===== src/coe_addr_pkg.sv =====
// Constants and types for coefficient memory block addressing
package coe_addr_pkg;
	// ==========================================================
	// Geometry
	localparam int          WORD_COUNT      = 40;
	localparam int          BLOCK_COUNT     = 5;
	localparam int          BLOCK_WORDS     = 8;
	localparam int          ADDR_W          = 6;
	localparam int          BLK_W           = 3;
	localparam int          IDX_W           = 3;
	localparam int          DATA_W          = 16;
	localparam logic [2:0]  IDX_FIRST       = 3'h7;
	localparam logic [2:0]  IDX_LAST        = 3'h0;
	localparam logic [2:0]  BLK_HIGHEST     = 3'h4;
	// ==========================================================
	// Block allocation
	localparam logic [2:0]  BLK_RECEIVE     = 3'h4;
	localparam logic [2:0]  BLK_TRANSMIT    = 3'h3;
	localparam logic [2:0]  BLK_TWO         = 3'h2;
	localparam logic [2:0]  BLK_ONE         = 3'h1;
	localparam logic [2:0]  BLK_ZERO        = 3'h0;
	localparam logic [2:0]  GAIN_IDX_LOW    = 3'h4;
	// ==========================================================
	// Coefficient set selects
	typedef enum logic [2:0] {
		SET_NONE,
		SET_RECEIVE_GAIN,
		SET_RECEIVE_FREQ_RESPONSE,
		SET_TRANSMIT_GAIN,
		SET_TRANSMIT_FREQ_RESPONSE,
		SET_BLOCK_TWO,
		SET_BLOCK_ONE,
		SET_BLOCK_ZERO
	} coef_set_t;
endpackage


===== src/coe_mem_if.sv =====
// Interface between the sequencer and the coefficient memory
`timescale 1ns/10ps
interface coe_mem_if;
	import coe_addr_pkg::*;
	logic                we;
	logic [ADDR_W-1:0]   addr;
	logic [DATA_W-1:0]   wdata;
	logic [DATA_W-1:0]   rdata;
	modport master (output we, output addr, output wdata, input rdata);
	modport memory (input we, input addr, input wdata, output rdata);
endinterface


===== src/coe_word_mem.sv =====
// Coefficient memory of forty words with registered read data
`timescale 1ns/10ps
module coe_word_mem
	import coe_addr_pkg::*;
(
	input  wire logic    mclk_i,
	input  wire logic    ce_i,
	coe_mem_if.memory    mem
);
	// ==========================================================
	// Storage
	logic [DATA_W-1:0] words_r [WORD_COUNT];
	logic [DATA_W-1:0] rdata_r;

	always_ff @(posedge mclk_i) begin
		if (ce_i && mem.we && (mem.addr < ADDR_W'(WORD_COUNT))) begin
			words_r[mem.addr] <= mem.wdata;
		end
	end

	always_ff @(posedge mclk_i) begin
		if (ce_i) begin
			if (mem.addr < ADDR_W'(WORD_COUNT)) begin
				rdata_r <= words_r[mem.addr];
			end else begin
				rdata_r <= '0;
			end
		end
	end

	assign mem.rdata = rdata_r;
endmodule


===== src/coe_block_seq.sv =====
// Block-addressed sequencer for the coefficient memory
`timescale 1ns/10ps
// Behaviour
// - Forty words in five eight-word blocks
// - Six-bit address: block high, word low
// - Command carries only three-bit block number and write flag
// - One command walks all eight block words
// - Word index counts seven down to zero
// - Block four: receive gain plus frequency response
// - Block three transmit sets; blocks two-zero single
module coe_block_seq
	import coe_addr_pkg::*;
(
	input  wire logic               mclk_i,
	input  wire logic               nrst_i,
	input  wire logic               ce_i,
	input  wire logic               cmd_valid_i,
	input  wire logic               cmd_write_i,
	input  wire logic [BLK_W-1:0]   cmd_block_i,
	output logic                    cmd_ready_o,
	output logic                    cmd_reject_o,
	input  wire logic               wr_valid_i,
	input  wire logic [DATA_W-1:0]  wr_data_i,
	output logic                    wr_ready_o,
	output logic                    rd_valid_o,
	output logic [DATA_W-1:0]       rd_data_o,
	output logic [ADDR_W-1:0]       word_addr_o,
	output logic [2:0]              coef_set_o,
	output logic                    done_o
);
	typedef enum logic [1:0] {ST_IDLE, ST_WRITE, ST_READ, ST_READ_LAST} state_t;

	state_t            state_r;
	logic [BLK_W-1:0]  block_r;
	logic [IDX_W-1:0]  idx_r;
	logic              rd_pend_r;
	logic              cmd_take;
	logic              cmd_bad;
	logic              wr_take;
	logic              step;
	coef_set_t         set_nxt;

	coe_mem_if mem ();

	coe_word_mem u_mem (
		.mclk_i (mclk_i),
		.ce_i   (ce_i),
		.mem    (mem)
	);

	// ==========================================================
	// Command acceptance
	assign cmd_bad  = cmd_block_i > BLK_HIGHEST;
	assign cmd_take = ce_i && cmd_valid_i && (state_r == ST_IDLE) && !cmd_bad;
	assign wr_take  = ce_i && (state_r == ST_WRITE) && wr_valid_i;
	assign step     = wr_take || (ce_i && (state_r == ST_READ));

	assign mem.addr  = {block_r, idx_r};
	assign mem.we    = wr_take;
	assign mem.wdata = wr_data_i;

	// ==========================================================
	// Sequencer
	always_ff @(posedge mclk_i) begin
		if (!nrst_i) begin
			state_r <= ST_IDLE;
			block_r <= BLK_ZERO;
			idx_r   <= IDX_FIRST;
		end else if (ce_i) begin
			case (state_r)
				ST_IDLE: begin
					if (cmd_take) begin
						block_r <= cmd_block_i;
						idx_r   <= IDX_FIRST;
						state_r <= cmd_write_i ? ST_WRITE : ST_READ;
					end
				end
				ST_WRITE: begin
					if (wr_valid_i) begin
						if (idx_r == IDX_LAST) begin
							state_r <= ST_IDLE;
						end else begin
							idx_r <= idx_r - 3'h1;
						end
					end
				end
				ST_READ: begin
					if (idx_r == IDX_LAST) begin
						state_r <= ST_READ_LAST;
					end else begin
						idx_r <= idx_r - 3'h1;
					end
				end
				ST_READ_LAST: begin
					state_r <= ST_IDLE;
				end
				default: begin
					state_r <= ST_IDLE;
				end
			endcase
		end
	end

	// ==========================================================
	// Coefficient set of the current word
	always_comb begin
		case (block_r)
			BLK_RECEIVE: begin
				set_nxt = (idx_r >= GAIN_IDX_LOW) ? SET_RECEIVE_GAIN : SET_RECEIVE_FREQ_RESPONSE;
			end
			BLK_TRANSMIT: begin
				set_nxt = (idx_r >= GAIN_IDX_LOW) ? SET_TRANSMIT_GAIN : SET_TRANSMIT_FREQ_RESPONSE;
			end
			BLK_TWO: set_nxt = SET_BLOCK_TWO;
			BLK_ONE: set_nxt = SET_BLOCK_ONE;
			BLK_ZERO: set_nxt = SET_BLOCK_ZERO;
			default: set_nxt = SET_NONE;
		endcase
	end

	// ==========================================================
	// Registered outputs
	always_ff @(posedge mclk_i) begin
		if (!nrst_i) begin
			cmd_ready_o  <= 1'b0;
			cmd_reject_o <= 1'b0;
			wr_ready_o   <= 1'b0;
			rd_pend_r    <= 1'b0;
			rd_valid_o   <= 1'b0;
			rd_data_o    <= '0;
			word_addr_o  <= '0;
			coef_set_o   <= SET_NONE;
			done_o       <= 1'b0;
		end else if (ce_i) begin
			cmd_ready_o  <= (state_r == ST_IDLE) && !cmd_valid_i ||
				(state_r == ST_READ_LAST) || (state_r == ST_WRITE && wr_valid_i && idx_r == IDX_LAST);
			cmd_reject_o <= cmd_valid_i && (state_r == ST_IDLE) && cmd_bad;
			wr_ready_o   <= (state_r == ST_IDLE) ? (cmd_take && cmd_write_i) :
				(state_r == ST_WRITE) && !(wr_valid_i && idx_r == IDX_LAST);
			rd_pend_r    <= (state_r == ST_READ);
			rd_valid_o   <= rd_pend_r;
			rd_data_o    <= rd_pend_r ? mem.rdata : rd_data_o;
			word_addr_o  <= step ? mem.addr : word_addr_o;
			coef_set_o   <= step ? set_nxt : coef_set_o;
			done_o       <= (state_r == ST_READ_LAST) ||
				(wr_take && idx_r == IDX_LAST);
		end
	end

	// ==========================================================
	// Checks
	AST_BAD_BLOCK_REJECT: assert property (@(posedge mclk_i) disable iff (!nrst_i)
		ce_i && cmd_valid_i && state_r == ST_IDLE && cmd_block_i > BLK_HIGHEST
		|=> cmd_reject_o && state_r == ST_IDLE)
		else $error("Unallocated block not rejected");
	AST_START_HIGH: assert property (@(posedge mclk_i) disable iff (!nrst_i)
		cmd_take |=> idx_r == IDX_FIRST && block_r == $past(cmd_block_i))
		else $error("Walk did not start at highest word");
	AST_DOWN_COUNT: assert property (@(posedge mclk_i) disable iff (!nrst_i)
		step && idx_r != IDX_LAST |=> idx_r == $past(idx_r) - 3'h1)
		else $error("Word index did not decrement");
	AST_READ_EIGHT: assert property (@(posedge mclk_i) disable iff (!nrst_i)
		cmd_take && !cmd_write_i && ce_i |=> (state_r == ST_READ) [*8] ##1 state_r == ST_READ_LAST)
		else $error("Read walk not eight words");
	AST_ADDR_SPLIT: assert property (@(posedge mclk_i) disable iff (!nrst_i)
		step |=> word_addr_o[5:3] == $past(block_r) && word_addr_o[2:0] == $past(idx_r))
		else $error("Address fields wrong");
	AST_IN_RANGE: assert property (@(posedge mclk_i) disable iff (!nrst_i)
		state_r != ST_IDLE |-> block_r <= BLK_HIGHEST)
		else $error("Address beyond forty words");
	AST_RX_SHARED: assert property (@(posedge mclk_i) disable iff (!nrst_i)
		step && block_r == BLK_RECEIVE && idx_r < GAIN_IDX_LOW
		|=> coef_set_o == SET_RECEIVE_FREQ_RESPONSE)
		else $error("Receive block split wrong");
	AST_TX_SPLIT: assert property (@(posedge mclk_i) disable iff (!nrst_i)
		step && block_r == BLK_TRANSMIT && idx_r >= GAIN_IDX_LOW |=> coef_set_o == SET_TRANSMIT_GAIN)
		else $error("Transmit block split wrong");
	AST_READ_DATA: assert property (@(posedge mclk_i) disable iff (!nrst_i)
		ce_i && state_r == ST_READ ##1 ce_i |=> rd_valid_o)
		else $error("Read data not delivered");
	AST_WRITE_END: assert property (@(posedge mclk_i) disable iff (!nrst_i)
		wr_take && idx_r == IDX_LAST |=> done_o && state_r == ST_IDLE && !wr_ready_o)
		else $error("Write walk did not end after last word");
	AST_WRITE_OPEN: assert property (@(posedge mclk_i) disable iff (!nrst_i)
		cmd_take && cmd_write_i |=> wr_ready_o && state_r == ST_WRITE)
		else $error("Write walk did not open");
	AST_DONE_PULSE: assert property (@(posedge mclk_i) disable iff (!nrst_i)
		done_o && ce_i |=> !done_o)
		else $error("Done held beyond one cycle");
	AST_FIRST_WORD: assert property (@(posedge mclk_i) disable iff (!nrst_i)
		cmd_take ##1 step |=> word_addr_o[2:0] == IDX_FIRST)
		else $error("First word not the highest");
	AST_READ_TURN: assert property (@(posedge mclk_i) disable iff (!nrst_i)
		ce_i && state_r == ST_READ && idx_r == IDX_LAST |=> state_r == ST_READ_LAST)
		else $error("Read walk ran past word zero");
	AST_TAKE_NO_REJECT: assert property (@(posedge mclk_i) disable iff (!nrst_i)
		cmd_take |=> !cmd_reject_o)
		else $error("Accepted command also rejected");
	AST_BUSY_IGNORED: assert property (@(posedge mclk_i) disable iff (!nrst_i)
		ce_i && cmd_valid_i && state_r != ST_IDLE |=> block_r == $past(block_r))
		else $error("Command taken while busy");
	AST_CE_FREEZE: assert property (@(posedge mclk_i) disable iff (!nrst_i)
		!ce_i |=> $stable(state_r) && $stable(idx_r) &&
		$stable(cmd_reject_o) && $stable(done_o))
		else $error("State moved while clock enable low");
	AST_RX_GAIN: assert property (@(posedge mclk_i) disable iff (!nrst_i)
		step && block_r == BLK_RECEIVE && idx_r >= GAIN_IDX_LOW
		|=> coef_set_o == SET_RECEIVE_GAIN)
		else $error("Receive gain words wrong");
	AST_TX_FREQ: assert property (@(posedge mclk_i) disable iff (!nrst_i)
		step && block_r == BLK_TRANSMIT && idx_r < GAIN_IDX_LOW
		|=> coef_set_o == SET_TRANSMIT_FREQ_RESPONSE)
		else $error("Transmit response words wrong");
	AST_SINGLE_SET: assert property (@(posedge mclk_i) disable iff (!nrst_i)
		step && block_r == BLK_TWO |=> coef_set_o == SET_BLOCK_TWO)
		else $error("Block two set wrong");
	COV_WRITE_WALK: cover property (@(posedge mclk_i) disable iff (!nrst_i)
		cmd_take && cmd_write_i ##[1:40] done_o);
	COV_READ_WALK: cover property (@(posedge mclk_i) disable iff (!nrst_i)
		cmd_take && !cmd_write_i ##[1:20] done_o);
	COV_REJECT: cover property (@(posedge mclk_i) disable iff (!nrst_i) cmd_reject_o);
	COV_BUSY_CMD: cover property (@(posedge mclk_i) disable iff (!nrst_i)
		ce_i && cmd_valid_i && state_r == ST_READ);
	COV_WRITE_STALL: cover property (@(posedge mclk_i) disable iff (!nrst_i)
		ce_i && state_r == ST_WRITE && !wr_valid_i);
endmodule


===== config.mk =====
export PLATFORM = sky130hd
export DESIGN_NAME = coe_block_seq
export DESIGN_NICKNAME = d
export VERILOG_FILES = /design/src/coe_addr_pkg.sv /design/src/coe_mem_if.sv /design/src/coe_word_mem.sv /design/src/coe_block_seq.sv
export SDC_FILE = /design/constraint.sdc
export NUM_CORES = 1
export LEC_CHECK = 0
export BUFFER_PORTS_ARGS = -buffer_cell sky130_fd_sc_hd__buf_2
export CAP_MARGIN = 15
export CORE_MARGIN = 1.5
export CORE_UTILIZATION = 61
export DETAILED_ROUTE_END_ITERATION = 8
export PLACE_DENSITY = 0.76
export SETUP_SLACK_MARGIN = 0.1
export SLEW_MARGIN = 10
export SYNTH_ARGS = -nofsm -noshare
export SYNTH_HDL_FRONTEND = slang
export SYNTH_SLANG_ARGS = --single-unit

===== constraint.sdc =====
create_clock -name mclk_i -period 4.5 [get_ports mclk_i]
set_input_delay 0.225 -clock mclk_i [delete_from_list [all_inputs] [get_ports mclk_i]]
set_output_delay 0.225 -clock mclk_i [all_outputs]
set_load 0.005 [all_outputs]

==> results.md, run 1 <==
* CP arrival at about 3.9 ns
* Layout Skew at between 0.02 and 0.03 ns
* Core area at approximately 43000 um2
* Max-cap check violation count at 0
* DP Area at between 20000 and 30000 um2
* Worst hold path depth at 4
* First-pass GRT wire length at approximately 110000 um
* CTS Sinks at between 600 and 700
* Die footprint at approximately 45000 um2
* Register clock-pin slew on the reported worst setup and hold paths at 0.07 ns
* Status: completed
* Total number of vias at 17000
* # rows at 76
* Post-Route WL at a little under 80000 um
* Worst IR Drop VDD at ~0.27 mV
* Max_slew headroom at 28.3%
* CP Max Fanout at 33
* Setup slack, reg-to-reg at 1.03 ns
* CP endpoint kind: flop
* Finish-stage setup viols at 0
* Post-synth EDFFs at 656
* Final ANT Viol Nets at 0
* Root buffer cell: clkbuf_16
* IO Port Bufs at 54
* Grt total ovfl at 0
* Die span in y at 212 um
* Post-layout power at 0.0131 W
* Avg Inst Size Synth at about 17 um2
* Util after Layout at between 60 and 70%
* Critical-path cell list: nor2b_4 > buf_4 > a22oi_1 > mux2_2 > o22ai_1 > nor4_1 > o221ai_1
* Part of the Yosys area used for sequential elements at ~77%
* Vias per Instance at about 7.2
* Number of iterations in the first detailed-routing pass at 6
* Hold/Removal Path Class: input pin to flop
* Initial Util at between 60 and 70%
* IO Pins at 55
* Resized Gates After CTS at 0
* Ys async rst share at 0%
* Final WS setup at 1.03 ns
* Distinct cells, synth at 54
* CTS Buf Count at between 60 and 70
* Largest net degree at the start of global routing at 80
* CP max stage delay at approximately 0.96 ns
* # diodes at 0
* All-Layer GR Usage at between 30% and 40%
* Initial DRC count at about 3700
* HPWL Detailed at between 40000 and 50000 um
* Slew Limit Fails at 0
* Layout cell share with drive strength beyond 1 at roughly 17%
* # DRC at 0
* Slowest CP cell: nor2b_4
* Global placement routability congestion at just under 1
* Clock latency on the worst-skew pair at a little under 0.6 ns
* Post-route cell area at about 30000 um2
* Mapped Area at 26800 um2
* Post-Syn Instances at 1607
* Kind of critical path: flop to flop
* Hold Fails Final Rpt at 0
* Crit start category: flop
* Routed len/inst at 32.8 um
* Slew @ Worst Pin at 1.07 ns
* Flops & latches, synth at 695
* Pre-CTS WS at between 1 and 1.5 ns
* Worst path required time at roughly 4.9 ns
* Die width at about 210 um
* Min Tclk post-route at around 3.5 ns
* Clock buffer depth at 3
* Leak Pwr at between 10 and 15 nW
* FMAX at around 290 MHz
* CTS tree: done
* Syn-to-layout area delta at 12.3%
* Synth warnings at 0
* Initial antenna violation count at 3
* Mapped Nets at around 1600
* Nets at 1746
* Tcrit/Tclk final at a little under 80%
* RSZ-0062 raised after global routing: false
* Post-synth top flop: edfxtp_1
* Reg2Reg Depth at 7
* H-tree levels at 3
* Setup TNS at 0 ns
* P per Cell Area at around 440 nW/um2
* Vias in the first global route at 16200
==> layout by cell type (no fill, tap or decap), types with 4 or more instances in the layout <==
master and n:
mux2i_1 37, a221o_1 13, a221oi_1 107, clkinv_2 10, a21o_1 24, mux2_2 16
dfxtp_1 36, dlygate4sd3_1 5, a211oi_1 11, inv_1 8, mux4_2 37, o31ai_1 5
clkbuf_16 71, nor4_1 6, o221ai_1 11, nand2b_1 8, buf_4 85, a31oi_1 7
nor2_1 103, edfxtp_1 656, clkbuf_1 17, and2_1 7, clkinv_1 11, bufinv_16 4
a22oi_1 38, nand3_1 9, nor3_1 16, a21oi_1 82, o21a_1 5, and3_1 5
o22ai_1 21, ha_1 7, nand2_1 111, o211ai_1 4, nor2b_1 7, a222oi_1 25
o32ai_1 6, buf_2 54, o21ai_0 39
==> power by group <==
group / switching [W] / internal [W]
Clock: 0.00232 / 0.00311
Sequential: 0.0000363 / 0.00711
Combinational: 0.000394 / 0.000145
Total: 0.00275 / 0.0104
==> synth_stat cells (9+ instances only) <==
master,count,share of area (%)
edfxtp_1,656,74
a21o_1,24,0.67
mux2_2,16,0.67
nor2b_1,10,0.23
a221oi_1,107,3.5
nor2_1,105,1.5
a21oi_1,82,1.5
dfxtp_1,39,2.9
clkbuf_1,43,0.60
mux2i_1,37,1.4
nor3_1,16,0.30
mux4_2,37,3.1
o22ai_1,21,0.49
a22oi_1,38,1.1
a222oi_1,25,0.94
a221o_1,13,0.49
o221ai_1,11,0.36
buf_2,42,0.79
nand3_1,9,0.17
a211oi_1,11,0.31
nand2_1,111,1.6
o21ai_0,39,0.73
==> logic make-up after synthesis <==
group	count (synthesis)	share of synthesized area (%)
AOI/OAI and AO/OA	409	11.2
buffers and inverters	120	2.19
DFF	695	76.6
and+or+nand+nor	286	4.57
adders and majority gates	7	0.327
muxes	90	5.17
==> final timing paths <==
| path | from | endpoint |
|---|---|---|
| worst min-delay path | wr_valid_i | wr_ready_o |
| worst max register to register | idx_r[1] | u_mem.mem.rdata[2] |
| worst min register to register | rd_data_o[5] | rd_data_o[5] |
| worst max-delay path | idx_r[1] | u_mem.mem.rdata[2] |
==> routing by layer <==
layer | share of wire, % | vias up | track usage [%]
li1 | - | 6742 | -
met1 | 34 | 8257 | 47.7
met2 | 45 | 1693 | 52.0
met3 | 15 | 296 | 9.82
met4 | 5.6 | 0 | 16.6
met5 | 0 | - | 0
==> metrics by stage <==
| step | hold slack, ns | cells |
|---|---|---|
| global placement | 0.441 | 2223 |
| detailed placement | 0.444 | 2223 |
| global route | 0.0736 | 2345 |
| CTS | 0.0323 | 2344 |
| finish | 0.0416 | 2345 |
| floorplan | 0.287 | 1607 |
==> worst max-delay path: cells and delay by family, from the launching register on <==
family                 cells  cell delay [ns]
and+or+nand+nor            2             1.06
AOI/OAI and AO/OA          3             0.81
muxes                      1             0.29
buffers and inverters      1             0.46
DFF                        1             0.65
==> layout make-up <==
| cell class | count | area (um2) |
|---|---|---|
| flip-flops and latches | 695 | 20500 |
| clock inverters | 28 | 240 |
| multi-input cells | 792 | 5720 |
| repair buffers | 145 | 978 |
| clock buffers | 88 | 1840 |
| fillers | 2732 | 13100 |
| inverters | 12 | 45.0 |
| well taps | 585 | 732 |
==> registers in the layout, summed over array words and instances (netlist names) <==
signal           count
u_mem.mem.rdata     16
word_addr_o          6
u_mem.words_r      640
done_o               1
rd_pend_r            1
cmd_reject_o         1
block_r              3
state_r              2
rd_data_o           16
rd_valid_o           1
wr_ready_o           1
idx_r                3
cmd_ready_o          1
coef_set_o           3
==> repair_timing <==
action | CTS | global route
hold endpoints to repair | 6 | 0
setup endpoints to repair | 0 | 0
setup buffers | 0 | 0
hold buffers | 5 | 0
Note: power is estimated with default switching activity, not from simulation.
==> run 2, diff against run 1 <==
==> constraint.sdc (replaced) <==
create_clock -name mclk_i -period 3.3 [get_ports mclk_i]
set_input_delay 0.165 -clock mclk_i [delete_from_list [all_inputs] [get_ports mclk_i]]
set_output_delay 0.165 -clock mclk_i [all_outputs]
set_load 0.005 [all_outputs]
==> run 2 against run 1 <==
Compared with the run above:
- cell count up 2.6%
- combinational power up 46%
- sequential power rose by 36%
- die area unchanged
==> results.md, run 2 (synthesis results as in run 1) <==
* Status: completed
* CTS Buf Count at 69
* Total number of vias at 17100
* HPWL Detailed at roughly 47000 um
* Worst hold path depth at 1
* Worst IR Drop VDD at around 0.45 mV
* IO Port Bufs at 54
* Commonest non-fill, non-tap cell in the layout: edfxtp_1
* Nets at roughly 1800
* Hold slack at about 0.19 ns
* IO Pins at 55
* Register clock-pin slew on the reported worst setup and hold paths at around 0.06 ns
* P per Cell Area at slightly below 600 nW/um2
* Reg2Reg Depth at 5
* Grt total ovfl at 0
* Max reg flops at 640
* Vias in the first global route at between 15000 and 20000
* CP endpoint kind: flop
* Largest net degree at the start of global routing at 41
* # DRC at 0
* Multi-input logic area at between 5000 and 6000 um2
* Max-cap check violation count at 0
* # fillers at between 2000 and 3000
* Clock latency on the worst-skew pair at 0.61 ns
* First-pass GRT wire length at roughly 110000 um
* Routed len/inst at approximately 33 um
* Syn-to-layout area delta at 15.6%
* Root buffer cell: clkbuf_16
* Min Tclk post-route at approximately 3.1 ns
* Core area at ~43000 um2
* Finish-stage setup viols at 0
* Final ANT Viol Nets at 0
* Post-CTS Setup Inserts at 0
* Most frequent cells in the layout: edfxtp_1, nand2_1, buf_4
* Post-Route WL at between 70000 and 80000 um
* Setup TNS at 0 ns
* Slew Limit Fails at 0
* Hold Fails Final Rpt at 0
* # rows at 76
* Clock buffer depth at 3
* Initial DRC count at about 3400
* Crit start category: flop
* H-tree levels at 3
* Layout cell share with drive strength beyond 1 at 19.5%
* Slew @ Worst Pin at 1.17 ns
* Vias per Instance at a little over 7
* Die span in y at ~210 um
* CP arrival at roughly 3.5 ns
* Layout Skew at about 0.042 ns
* Reg area at ~20000 um2
* Die width at 212 um
* Worst path required time at 3.62 ns
* Max_slew headroom at 21.9%
* Initial antenna violation count at 3
* CTS tree: done
* Leak Pwr at ~11 nW
* RSZ-0062 raised after global routing: false
* Die footprint at approximately 45000 um2
* Global placement routability congestion at 0.965
* Hold/Removal Path Class: input pin to flop
* CP Max Fanout at 22
* Number of iterations in the first detailed-routing pass at 9
* FMAX at 319 MHz
* Resized Gates After CTS at 0
* Largest Register: u_mem.words_r
* All-Layer GR Usage at roughly 35%
* CTS Sinks at approximately 700
* Initial Util at about three fifths
* Tcrit/Tclk final at between 90% and 100%
* Kind of critical path: flop to flop
==> run 2: cell count changes in the layout (fill, tap and decap cells not counted), moves of 3 or more <==
cell           previous run  this run
clkinv_1                 11        15
clkbuf_8                  0         4
buf_12                    1        23
clkbuf_16                71        74
clkbuf_1                 17        10
clkinv_2                 10        13
buf_4                    85       108
dlygate4sd3_1             5        10
==> run 2: critical path, cell delays in order, from the launching register on <==
cell and delay (ns):
dfxtp_1 1.09, inv_1 0.38, nand2_1 0.48, o22ai_1 0.22, nor4_1 0.40, o221ai_1 0.25
==> run 2: repair_timing <==
item | in CTS | in global routing
hold buffers | 10 | 0
setup endpoints to repair | 0 | 0
hold endpoints to repair | 11 | 0
==> run 2: power by group <==
part	leakage [nW]	internal [W]	switching, W
Combinational	3.22	0.000232	0.000555
Clock	1.13	0.00465	0.00327
Sequential	6.22	0.00970	0.0000501
==> run 2: path summary, 6_finish.rpt <==
| path | slack (ns) | from | to |
|---|---|---|---|
| worst max register to register | 0.17 | block_r[0] | u_mem.mem.rdata[2] |
| worst min register to register | 0.45 | rd_data_o[4] | rd_data_o[4] |
| worst min-delay path | 0.19 | wr_data_i[12] | u_mem.words_r[16][12] |
| worst max-delay path | 0.17 | block_r[0] | u_mem.mem.rdata[2] |
==> run 2: cell type report <==
| class | count | share of cell area [%] |
|---|---|---|
| Clock buffer | 89 | 6.31 |
| Clock inverter | 36 | 1.11 |
| Inverter | 12 | 0.146 |
| Sequential cell | 695 | 66.3 |
| Timing Repair Buffer | 195 | 5.31 |
| Tap cell | 585 | 2.37 |
| Multi-Input combinational cell | 792 | 18.5 |
| Antenna cell | 1 | 0.00809 |
==> run 2: stage by stage <==
stage	setup WS (ns)	utilization (%)	instance area (um2)	std cells	power (W)
3_3_place_gp	0.234	66.0	28500	2268	0.0107
3_5_place_dp	0.232	66.0	28500	2268	0.0107
4_1_cts	0.207	71.6	30900	2403	0.0184
5_1_grt	0.161	71.6	30900	2404	0.0189
6_report	0.167	71.6	30900	2405	0.0185
2_1_floorplan	0.825	-	26800	1607	0.0102
==> run 2: routing by layer <==
metal / vias to the layer above / share of wire (%) / wire [um] / global-route usage (%)
met5: - / 0.032 / 25 / 0
met4: 4 / 5.3 / 4110 / 17.6
met3: 277 / 15 / 11700 / 10.6
met2: 1578 / 45 / 35500 / 53.8
met1: 8333 / 34 / 27000 / 47.3
li1: 6861 / - / - / -
